## src/pkg/wdr_defines.vh

```
`ifndef WDR_DEFINES_VH
`define WDR_DEFINES_VH

// register indices as printed; byte address is four times the index
`define WDR_IDX_PRESCALE_CTRL   16'h0081
`define WDR_IDX_PRESCALE_ALIAS  16'h0181
`define WDR_IDX_CONFIG_WORD     16'h2007
`define WDR_IDX_STATUS          16'h0003
`define WDR_ADDR_WIDTH          18

// timer_prescale_ctrl fields
`define WDR_PRE_ASSIGN_BIT      3
`define WDR_PRE_SEL_MSB         2
`define WDR_PRE_SEL_LSB         0
`define WDR_PRESCALE_RESET      8'hff

// device_config_word fields
`define WDR_CFG_ENABLE_BIT      3
`define WDR_CONFIG_RESET        8'hff

// status fields
`define WDR_STAT_FLAG_BIT       0
`define WDR_STAT_RUN_BIT        1

// base time-out in rc oscillator periods
`define WDR_BASE_RC_TICKS       16'h0100

`endif

```

## src/logic/wdr_postscaler.v

```verilog
`timescale 1ns/1ps
`include "wdr_defines.vh"

module wdr_postscaler #(
  parameter integer CNT_WIDTH = 7
) (
  // clock and reset
  input  wire       clk_i,
  input  wire       arst_n_i,
  // control
  input  wire       clear_i,
  input  wire       base_tick_i,
  input  wire       assigned_i,
  input  wire [2:0] sel_i,
  // result
  output reg        expire_o
);

  reg  [CNT_WIDTH-1:0] count_q;
  wire [CNT_WIDTH-1:0] limit;

  // ratio is 2**sel, so the last count is 2**sel - 1
  assign limit = (({{(CNT_WIDTH-1){1'b0}}, 1'b1}) << sel_i) - {{(CNT_WIDTH-1){1'b0}}, 1'b1};

  always @(posedge clk_i or negedge arst_n_i) begin
    if (!arst_n_i) begin
      count_q  <= {CNT_WIDTH{1'b0}};
      expire_o <= 1'b0;
    end else begin
      expire_o <= 1'b0;
      if (clear_i) begin
        count_q <= {CNT_WIDTH{1'b0}}; // [RQ7]
      end else if (base_tick_i) begin
        if (!assigned_i || count_q >= limit) begin
          count_q  <= {CNT_WIDTH{1'b0}};
          expire_o <= 1'b1; // [RQ8]
        end else begin
          count_q <= count_q + {{(CNT_WIDTH-1){1'b0}}, 1'b1}; // [RQ8]
        end
      end
    end
  end

endmodule // wdr_postscaler

```

## src/logic/wdr_top.v

```verilog
// Our own choice: register access over APB.
`timescale 1ns/1ps
`include "wdr_defines.vh"

// Summary of operation
// RQ1 - counting is paced by the free-running rc oscillator, also during sleep
// RQ2 - expiry while running normally pulses the watchdog reset output
// RQ3 - expiry while asleep pulses wake-up instead of reset
// RQ4 - every expiry clears the active-low time-out flag
// RQ5 - enable fuse bit 3 of the config word at zero disables it for good
// RQ6 - assignment bit and select bits 2..0 of the prescale register pick the ratio
// RQ7 - sleep instruction clears counter and assigned postscaler, restarting the period
// RQ8 - with assignment, interval equals base time-out times the selected ratio
module wdr_top #(
  parameter [15:0] BASE_TICKS = `WDR_BASE_RC_TICKS
) (
  // clock and reset
  input  wire                       clk_i,
  input  wire                       arst_n_i,
  // rc oscillator pin
  input  wire                       rc_osc_i,
  // cpu events
  input  wire                       sleep_exec_i,
  input  wire                       clear_exec_i,
  input  wire                       cpu_asleep_i,
  // apb slave
  input  wire                       psel_i,
  input  wire                       penable_i,
  input  wire                       pwrite_i,
  input  wire [`WDR_ADDR_WIDTH-1:0] paddr_i,
  input  wire [31:0]                pwdata_i,
  output reg  [31:0]                prdata_o,
  output reg                        pready_o,
  output reg                        pslverr_o,
  // watchdog results
  output reg                        wdt_reset_o,
  output reg                        wake_o,
  output reg                        timeout_flag_n_o
);

  ////////////////////////////////////////////////////////////////////////////
  // registers

  // software visible state
  reg  [7:0]  prescale_q;
  reg  [7:0]  config_q;

  // timing chain
  reg  [2:0]  rc_sync_q;
  reg  [15:0] base_cnt_q;
  reg         base_tick_q;

  // read mux outputs, combinational
  reg  [31:0] rdata_d;
  reg         hit_d;

  // derived controls
  wire        rc_edge;
  wire        enabled;
  wire        restart;
  wire        expire;
  wire        setup;
  wire        wr_take;
  wire        refuse;
  wire [7:0]  cfg_keep;
  wire [15:0] idx;

  // bus decode; the two low address bits are ignored, registers are words
  assign idx     = paddr_i[`WDR_ADDR_WIDTH-1:2];
  assign setup   = psel_i & ~penable_i;
  assign wr_take = psel_i & penable_i & pready_o & pwrite_i;
  assign refuse  = ~hit_d | (pwrite_i & (idx == `WDR_IDX_STATUS));

  // watchdog control; every restart source clears both counter stages
  assign enabled  = config_q[`WDR_CFG_ENABLE_BIT]; // [RQ5]
  assign restart  = sleep_exec_i | clear_exec_i | ~enabled;
  // the fuse bit may only be cleared by a write, never set again
  assign cfg_keep = {4'hf, config_q[`WDR_CFG_ENABLE_BIT], 3'h7}; // [RQ5]

  ////////////////////////////////////////////////////////////////////////////
  // rc oscillator: two flops before anything looks at it, third for the edge
  // the oscillator pin is the only input from another clock domain
  // stage 0 may be metastable, so only stage 1 ever reads it
  // each rc half period must span at least two clk periods, or an edge is lost
  // the stages reset low like an idle pin; a pin idling high gives one early edge

  always @(posedge clk_i or negedge arst_n_i) begin
    if (!arst_n_i) begin
      rc_sync_q <= 3'h0;
    end else begin
      rc_sync_q <= {rc_sync_q[1:0], rc_osc_i}; // [RQ1]
    end
  end

  // one-cycle strobe per rising rc edge
  assign rc_edge = rc_sync_q[1] & ~rc_sync_q[2];

  ////////////////////////////////////////////////////////////////////////////
  // base time-out counter, paced only by the rc edge, so cpu sleep does not stop it
  // a cleared fuse holds the count at zero, so nothing stale can ever expire
  // the reset pulse restarts the count too, as the device restart it causes would
  // >= rather than == keeps the wrap safe should the count ever start above the end

  always @(posedge clk_i or negedge arst_n_i) begin
    if (!arst_n_i) begin
      base_cnt_q  <= 16'h0000;
      base_tick_q <= 1'b0;
    end else begin
      base_tick_q <= 1'b0;
      if (restart || wdt_reset_o) begin
        base_cnt_q <= 16'h0000; // [RQ7]
      end else if (rc_edge) begin
        if (base_cnt_q >= BASE_TICKS - 16'h0001) begin
          base_cnt_q  <= 16'h0000;
          base_tick_q <= 1'b1; // [RQ1]
        end else begin
          base_cnt_q <= base_cnt_q + 16'h0001; // [RQ1]
        end
      end
    end
  end

  // the postscaler only divides base ticks; with the assignment bit low every
  // base tick expires, a ratio of one, and the select bits are ignored
  // the whole expiry path is three registered stages after the synced rc edge
  wdr_postscaler #(
    .CNT_WIDTH (7)
  ) u_post (
    .clk_i       (clk_i),
    .arst_n_i    (arst_n_i),
    .clear_i     (restart | wdt_reset_o), // [RQ7]
    .base_tick_i (base_tick_q),
    .assigned_i  (prescale_q[`WDR_PRE_ASSIGN_BIT]), // [RQ6]
    .sel_i       (prescale_q[`WDR_PRE_SEL_MSB:`WDR_PRE_SEL_LSB]), // [RQ6]
    .expire_o    (expire)
  );

  ////////////////////////////////////////////////////////////////////////////
  // expiry outcome; expiry beats a same-cycle re-arm of the flag
  // cpu_asleep_i is taken in the expiry cycle, so a sleep entered exactly then
  // already turns the reset into a wake-up
  // both pulses last one cycle; the flag stays low until a sleep or clear re-arms it

  always @(posedge clk_i or negedge arst_n_i) begin
    if (!arst_n_i) begin
      wdt_reset_o      <= 1'b0;
      wake_o           <= 1'b0;
      timeout_flag_n_o <= 1'b1;
    end else begin
      wdt_reset_o <= expire & enabled & ~cpu_asleep_i; // [RQ2]
      wake_o      <= expire & enabled & cpu_asleep_i; // [RQ3]
      if (expire && enabled) begin
        timeout_flag_n_o <= 1'b0; // [RQ4]
      end else if (sleep_exec_i || clear_exec_i) begin
        timeout_flag_n_o <= 1'b1;
      end
    end
  end

  ////////////////////////////////////////////////////////////////////////////
  // apb: ready one cycle after setup, data captured at setup
  // read data is latched in the setup cycle, so it cannot move under the master
  // during the access cycle; pready_o is already high in the first access cycle, so no wait state is added
  // unmapped indices read zero and answer with an error

  always @* begin
    rdata_d = 32'h0000_0000;
    hit_d   = 1'b1;
    case (idx)
      `WDR_IDX_PRESCALE_CTRL,
      `WDR_IDX_PRESCALE_ALIAS: begin
        rdata_d[7:0] = prescale_q;
      end
      `WDR_IDX_CONFIG_WORD: begin
        rdata_d[7:0] = config_q;
      end
      `WDR_IDX_STATUS: begin
        rdata_d[`WDR_STAT_FLAG_BIT] = timeout_flag_n_o;
        rdata_d[`WDR_STAT_RUN_BIT]  = enabled;
      end
      default: begin
        hit_d = 1'b0;
      end
    endcase
  end

  // pready_o follows each setup by one cycle; pslverr_o clears once psel_i drops
  // a write to the read-only status word is refused, with no effect
  always @(posedge clk_i or negedge arst_n_i) begin
    if (!arst_n_i) begin
      pready_o  <= 1'b0;
      prdata_o  <= 32'h0000_0000;
      pslverr_o <= 1'b0;
    end else begin
      pready_o <= setup;
      if (setup) begin
        prdata_o  <= pwrite_i ? 32'h0000_0000 : rdata_d;
        pslverr_o <= refuse;
      end else if (!psel_i) begin
        pslverr_o <= 1'b0;
      end
    end
  end

  ////////////////////////////////////////////////////////////////////////////
  // register writes; a cleared enable fuse can never be set again
  // writes land only at the access edge that pready_o qualifies
  // the alias index decodes to the same storage, so both offsets read back alike

  always @(posedge clk_i or negedge arst_n_i) begin
    if (!arst_n_i) begin
      prescale_q <= `WDR_PRESCALE_RESET;
      config_q   <= `WDR_CONFIG_RESET;
    end else if (wr_take) begin
      if (idx == `WDR_IDX_PRESCALE_CTRL || idx == `WDR_IDX_PRESCALE_ALIAS) begin
        prescale_q <= pwdata_i[7:0]; // [RQ6]
      end
      if (idx == `WDR_IDX_CONFIG_WORD) begin
        config_q <= pwdata_i[7:0] & cfg_keep; // [RQ5]
      end
    end
  end

endmodule // wdr_top

```

## config.mk

```make
export PLATFORM = sky130hd
export DESIGN_NAME = wdr_top
export DESIGN_NICKNAME = d
export VERILOG_FILES = /design/src/logic/wdr_postscaler.v /design/src/logic/wdr_top.v
export VERILOG_INCLUDE_DIRS = /design/src /design/src/pkg
export SDC_FILE = /design/constraint.sdc
export NUM_CORES = 1
export LEC_CHECK = 0
export BUFFER_PORTS_ARGS = -buffer_cell sky130_fd_sc_hd__buf_2
export CAP_MARGIN = 40
export CORE_MARGIN = 8
export CORE_UTILIZATION = 44
export DETAILED_ROUTE_END_ITERATION = 8
export PLACE_DENSITY = 0.79
export SLEW_MARGIN = 20
export SYNTH_ARGS = -nofsm -noshare
export SYNTH_HDL_FRONTEND = slang
export SYNTH_SLANG_ARGS = --single-unit
```

## constraint.sdc

```tcl
create_clock -name clk_i -period 4.7 [get_ports clk_i]
set_input_delay 0.94 -clock clk_i [delete_from_list [all_inputs] [get_ports clk_i]]
set_output_delay 0.94 -clock clk_i [all_outputs]
set_load 0.02 [all_outputs]
```

Word-level counts from Yosys, hierarchy flattened --
Cells that the tools add are included.
Storage, ports and cells: bits in registers 81, input port bits 59, output and inout port bits 37, logic and storage cells 76
Cells by class: add/sub/neg operators 3, order comparisons 2, eq/ne operators 5, shift-type cells 1, mux-type cells 20, bitwise operators 19, reductions and logical operators 13
Operator list (count):
- $mux 16 | 3
- $mux 7 | 3
- $add 16x1->16 const B | 1
- $eq 16x14->1 const B | 1
- $eq 16x2->1 const B | 1
- $eq 16x8->1 const B | 1
- $eq 16x9->1 const B | 1
- $ge 16x8->1 const B | 1
- $pmux 6 s2 | 1
- $mux 1 | 11
- $and 1x1->1 | 9
- $and 8x8->8 | 1
- $mux 8 | 1
- $add 7x1->7 const B | 1
- $ge 7x7->1 | 1
- $shl 1x3->7 const A | 1
- $sub 7x1->7 const B | 1
- $pmux 2 s3 | 1
- $reduce_bool 2->1 | 3
- $not 1->1 | 5
- $logic_or 1x1->1 | 4
- $or 1x1->1 | 4
- $reduce_and 2->1 | 2
- $reduce_or 4->1 | 1
- other kinds (4) | 4

Longest topological paths before layout --
depth in word-level cells 7, gate-level depth with buffers 14, mapped depth without buffers 12

Hierarchy --
A second synthesis with hierarchy kept.
Second synthesis, totals: cell total of the unflattened synthesis 271, area, all modules 3020.4 µm²
Modules (own cells, without submodules):
- wdr_top | times used 1, cells an instance 207, area each 2452.4 µm², seq. area each 1247.4 µm²
- wdr_postscaler | times used 1, cells an instance 64, area each 568.0 µm², seq. area each 200.2 µm²

Worst setup path before layout --
OpenSTA, ideal clock, no wires.
path type register to register, from reg prescale_q[1], to reg u_post.count_q[2], setup time 83 ps, arrival time 2696 ps, data required time 4617 ps, slack 1921 ps, cell stages (with the launch flop) 13, buffers on the path 2, clock period less this slack 2779 ps, path through dfstp_2 clkbuf_1 or3_1 ha_1 clkbuf_1 xor2_1 nor2_1 a21oi_1 ha_1 and4_1 a21oi_1 nand3_1 o22ai_1
On the way: word-level cells in the longest chain between the ends 7
RTL lines:
- start, declared | line wdr_top.v:45 | reg [7:0] prescale_q;
- start signal, assigned | line wdr_top.v:212 | prescale_q <= `WDR_PRESCALE_RESET;
- start signal, assigned | line wdr_top.v:216 | prescale_q <= pwdata_i[7:0];
- $shl 1x3->7 | line wdr_postscaler.v:23 | assign limit = (({{(CNT_WIDTH-1){1'b0}}, 1'b1}) << sel_i) - {{(CNT_WIDTH-1){1'b0}}, 1'b1};
- $sub 7x1->7 | line wdr_postscaler.v:23
- $ge 7x7->1 | line wdr_postscaler.v:34 | if (!assigned_i || count_q >= limit) begin
- $logic_or 1x1->1 | line wdr_postscaler.v:34
- $mux 7 | line wdr_postscaler.v:34
- $mux 7 | line wdr_postscaler.v:33 | end else if (base_tick_i) begin
- $mux 7 | line wdr_postscaler.v:31 | if (clear_i) begin
- end signal, assigned | line wdr_postscaler.v:32 | count_q <= {CNT_WIDTH{1'b0}};
- end signal, assigned | line wdr_postscaler.v:35 | count_q <= {CNT_WIDTH{1'b0}};
- end signal, assigned | line wdr_postscaler.v:38 | count_q <= count_q + {{(CNT_WIDTH-1){1'b0}}, 1'b1};
- end, declared | line wdr_postscaler.v:19 | reg [CNT_WIDTH-1:0] count_q;
Every way passes these cells. The select of a mux whose other input is x is not followed. A chain may end at the register's enable or synchronous reset.

Worst setup path after layout --
from reg prescale_q[1], to reg u_post.count_q[0]
Same word-level chain as after synthesis.

==> flow_metrics.env <==
export IMPL_synthCells=298
export IMPL_rsz0062_at_grt="no"
export IMPL_drt_iter0_drc=68
export IMPL_worst_ep_required_time_ns=4.96
export IMPL_worstSetupPathType="flip-flop to flip-flop"
export IMPL_drt_pass1_iterations=6
export IMPL_post_cts_buffers=0
export IMPL_post_place_ws_ns=1.696
export IMPL_ios=96
export IMPL_vdd_drop_max_v=0.0002519
export IMPL_setup_viol_count_final=0
export IMPL_synth_async_reset_ratio_pct=100.0
export IMPL_dr_total_vias=2282
export IMPL_grt_pass1_wl_um=10830
export IMPL_slowest_delay_ns=0.44
export IMPL_synth_ff_type="dfrtp_1"
export IMPL_grt_max_degree=58
export IMPL_status="finished, final reports clean"
export IMPL_dp_cells=415
export IMPL_placed_area_mm2=0.003257
export IMPL_antenna_found_initial=0
export IMPL_setup_slack_ns=1.653
export IMPL_final_common_cell="buf_2"
export IMPL_syn_area_per_cell_um2=10.25
export IMPL_layoutNonFillerInstCount=431
export IMPL_synth_area_mm2=0.003054
export IMPL_relSlewSlack_pct=51.58
export IMPL_drv_slew=0
export IMPL_final_cell_mix="46 x buf_2, 40 x dfrtp_1, 28 x nand2_1"
export IMPL_pwr_share_comb_pct=5.5
export IMPL_period_share_pct=64.84
export IMPL_core_mm2=0.006756
export IMPL_static_leakage_power_nw=1.588
export IMPL_globalRouteTotalUtil_pct=13.83
export IMPL_area_growth_pct=14.13
export IMPL_nNetsFinal=415
export IMPL_seq_area_frac_synth_pct=47.40
export IMPL_cts_resized_gates=0
export IMPL_cp_slowest_cell="a21oi_1"
export IMPL_gpl_final_weighted_congestion=0.8716
export IMPL_fp_dieH_um=99.32
export IMPL_synth_edf_count=0
export IMPL_maxCapViolCount=0
export IMPL_cts_htree_levels=3
export IMPL_r2r_start="prescale_q[1]"
export IMPL_fin_crit_ns=3.047
export IMPL_clk_pin_slew_worst_paths_ns=0.07
export IMPL_yosys_warnings=0
export IMPL_antenna_left=0
export IMPL_crit_chain="or3_1, ha_1, xor2_1, nor2_1, a21oi_1, ha_1, and4_1, a21oi_1, nand3_1, o21ai_0"
export IMPL_clk_latency_ns=0.35
export IMPL_power_switching_mw=0.2439
export IMPL_internal_power_mw=0.8346
export IMPL_diodes=0
export IMPL_finalInstanceArea_mm2=0.003486
export IMPL_seqPwrFrac_pct=45.9
export IMPL_postCtsHoldBufs=0
export IMPL_routed_via_density=5.295
export IMPL_tns_ns=0
export IMPL_floorplan_rows=30
export IMPL_cts_buffer_depth=2
export IMPL_grt_ovfl_total=0
export IMPL_dieWidth_um=99.32
export IMPL_clockRootBuffer="clkbuf_8"
export IMPL_grt_pass1_vias=2283
export IMPL_critPathArrivalTime_ns=3.31
export IMPL_worst_setup_path_end_kind="flip-flop"
export IMPL_fmax_mhz=328.1
export IMPL_synth_seq_cells=57
export IMPL_finalHoldViolations=0
export IMPL_drc=0
export IMPL_start_kind="flip-flop"
export IMPL_cts_sinks=57
export IMPL_min_from="rc_sync_q[0]"
export IMPL_power_share_clock_pct=48.6
export IMPL_wl_per_cell_um=15.01
export IMPL_drive_gt1_share_pct=29.91
export IMPL_power_density_mw_per_mm2=309.4
export IMPL_skew_ns=0.007063
export IMPL_path_max_fanout=8
export IMPL_swShare_pct=22.62
export IMPL_dp_hpwl_um=4766
export IMPL_yosysUniqueCellTypes=50
export IMPL_rrSetupSlack_ns=1.65
export IMPL_min_path_type="flip-flop to flip-flop"
export IMPL_cts_tree="yes"
export IMPL_port_buffers=45
export IMPL_start_util_pct=45.20
export IMPL_design_die_area_mm2=0.009863
export IMPL_wl_um=6471
export IMPL_worst_pin_slew_ns=0.7187
export IMPL_crit_path_start="prescale_q[1]"
export IMPL_cts_buffers=9
## logic make-up (layout without fill, tap and decap cells)
family | count (synthesis) | count (layout) | synth area share (%)
xor+xnor | 10 | 10 | 2.868
other cells | 1 | 24 | 0.1228
mux | 15 | 15 | 6.391
simple gates | 103 | 103 | 18.52
buf+inv | 48 | 78 | 9.217
flops | 57 | 57 | 47.40
compound gates | 54 | 54 | 11.39
fa+ha+maj | 10 | 10 | 4.097
## power groups by stage
stage               clock network (mW)  registers [mW]  logic (mW)
detailed placement                   0           0.503      0.0593
finish                           0.525           0.495      0.0591
floorplan                            0           0.505      0.0419
global placement                     0           0.503      0.0580
global route                     0.558           0.495      0.0657
CTS                              0.538           0.495      0.0596
## metal layers
metal | up-vias | part of all wire [%] | wire length, um | GRT usage (%)
li1 | 1092 | - | - | -
met4 | 0 | 2.0 | 127 | 5.239
met5 | - | 0 | 0 | 0
met2 | 88 | 47 | 3044 | 22.16
met1 | 1080 | 43 | 2781 | 15.41
met3 | 22 | 8.0 | 517 | 6.913
## registers in the layout, summed over array words and instances (netlist names)
register / count
base_cnt_q: 16
config_q: 8
prdata_o: 8
prescale_q: 8
u_post.count_q: 7
rc_sync_q: 3
base_tick_q: 1
pready_o: 1
pslverr_o: 1
timeout_flag_n_o: 1
u_post.expire_o: 1
wake_o: 1
wdt_reset_o: 1
## final timing paths
check,to,cells past startpoint
worst max-delay path,u_post.count_q[0],10
worst min-delay path,rc_sync_q[1],0
worst max register to register,u_post.count_q[0],10
worst min register to register,rc_sync_q[1],0
max in group asynchronous,wake_o,2
min in group asynchronous,u_post.count_q[0],2
## synth_stat cells (all sizes together) (2+ instances only)
library cell / n / area, um^2
o22ai: 4 / 25.02
clkbuf: 6 / 22.52
dfstp: 17 / 446.7
o21ai: 16 / 80.08
a22oi: 8 / 60.06
nor2: 25 / 98.84
dfrtp: 40 / 1001
nand2: 28 / 105.1
or3: 3 / 18.77
mux2: 15 / 195.2
nor3b: 2 / 31.28
nor2b: 3 / 18.77
nor3: 5 / 25.02
nor4: 4 / 46.29
xnor2: 4 / 35.03
nand2b: 4 / 25.02
a31oi: 6 / 37.54
buf: 28 / 206.4
ha: 10 / 125.1
and3: 8 / 50.05
nand3: 8 / 40.04
inv: 14 / 52.55
nand4: 4 / 31.28
nand3b: 2 / 15.01
a21oi: 12 / 60.06
xor2: 6 / 52.55
## per-stage QoR
stage | utilization, % | hold WS, ns | power (mW)
after global routing | 51.59 | 0.3702 | 1.118
after CTS | 51.59 | 0.3523 | 1.092
after floorplan | - | 0.3312 | 0.5464
after global placement | 48.13 | 0.3336 | 0.5611
final | 51.59 | 0.3515 | 1.079
after detailed placement | 48.20 | 0.3379 | 0.5625
## final cells by class
class / count / area [um^2]
fill: 631 / 3271
timing repair buffer: 48 / 245.2
tap: 80 / 100.1
multi-input combinational: 216 / 1411
inverter: 14 / 52.55
clock inverter: 5 / 77.57
clock buffer: 11 / 151.4
sequential: 57 / 1448
## worst max-delay path: cells and delay by family (launching register included)
kind	cells	cell delay [ns]
simple gates	4	1.03
compound gates	3	0.75
fa+ha+maj	2	0.60
flops	1	0.41
xor+xnor	1	0.17
Note: power is estimated with default switching activity, not from simulation.
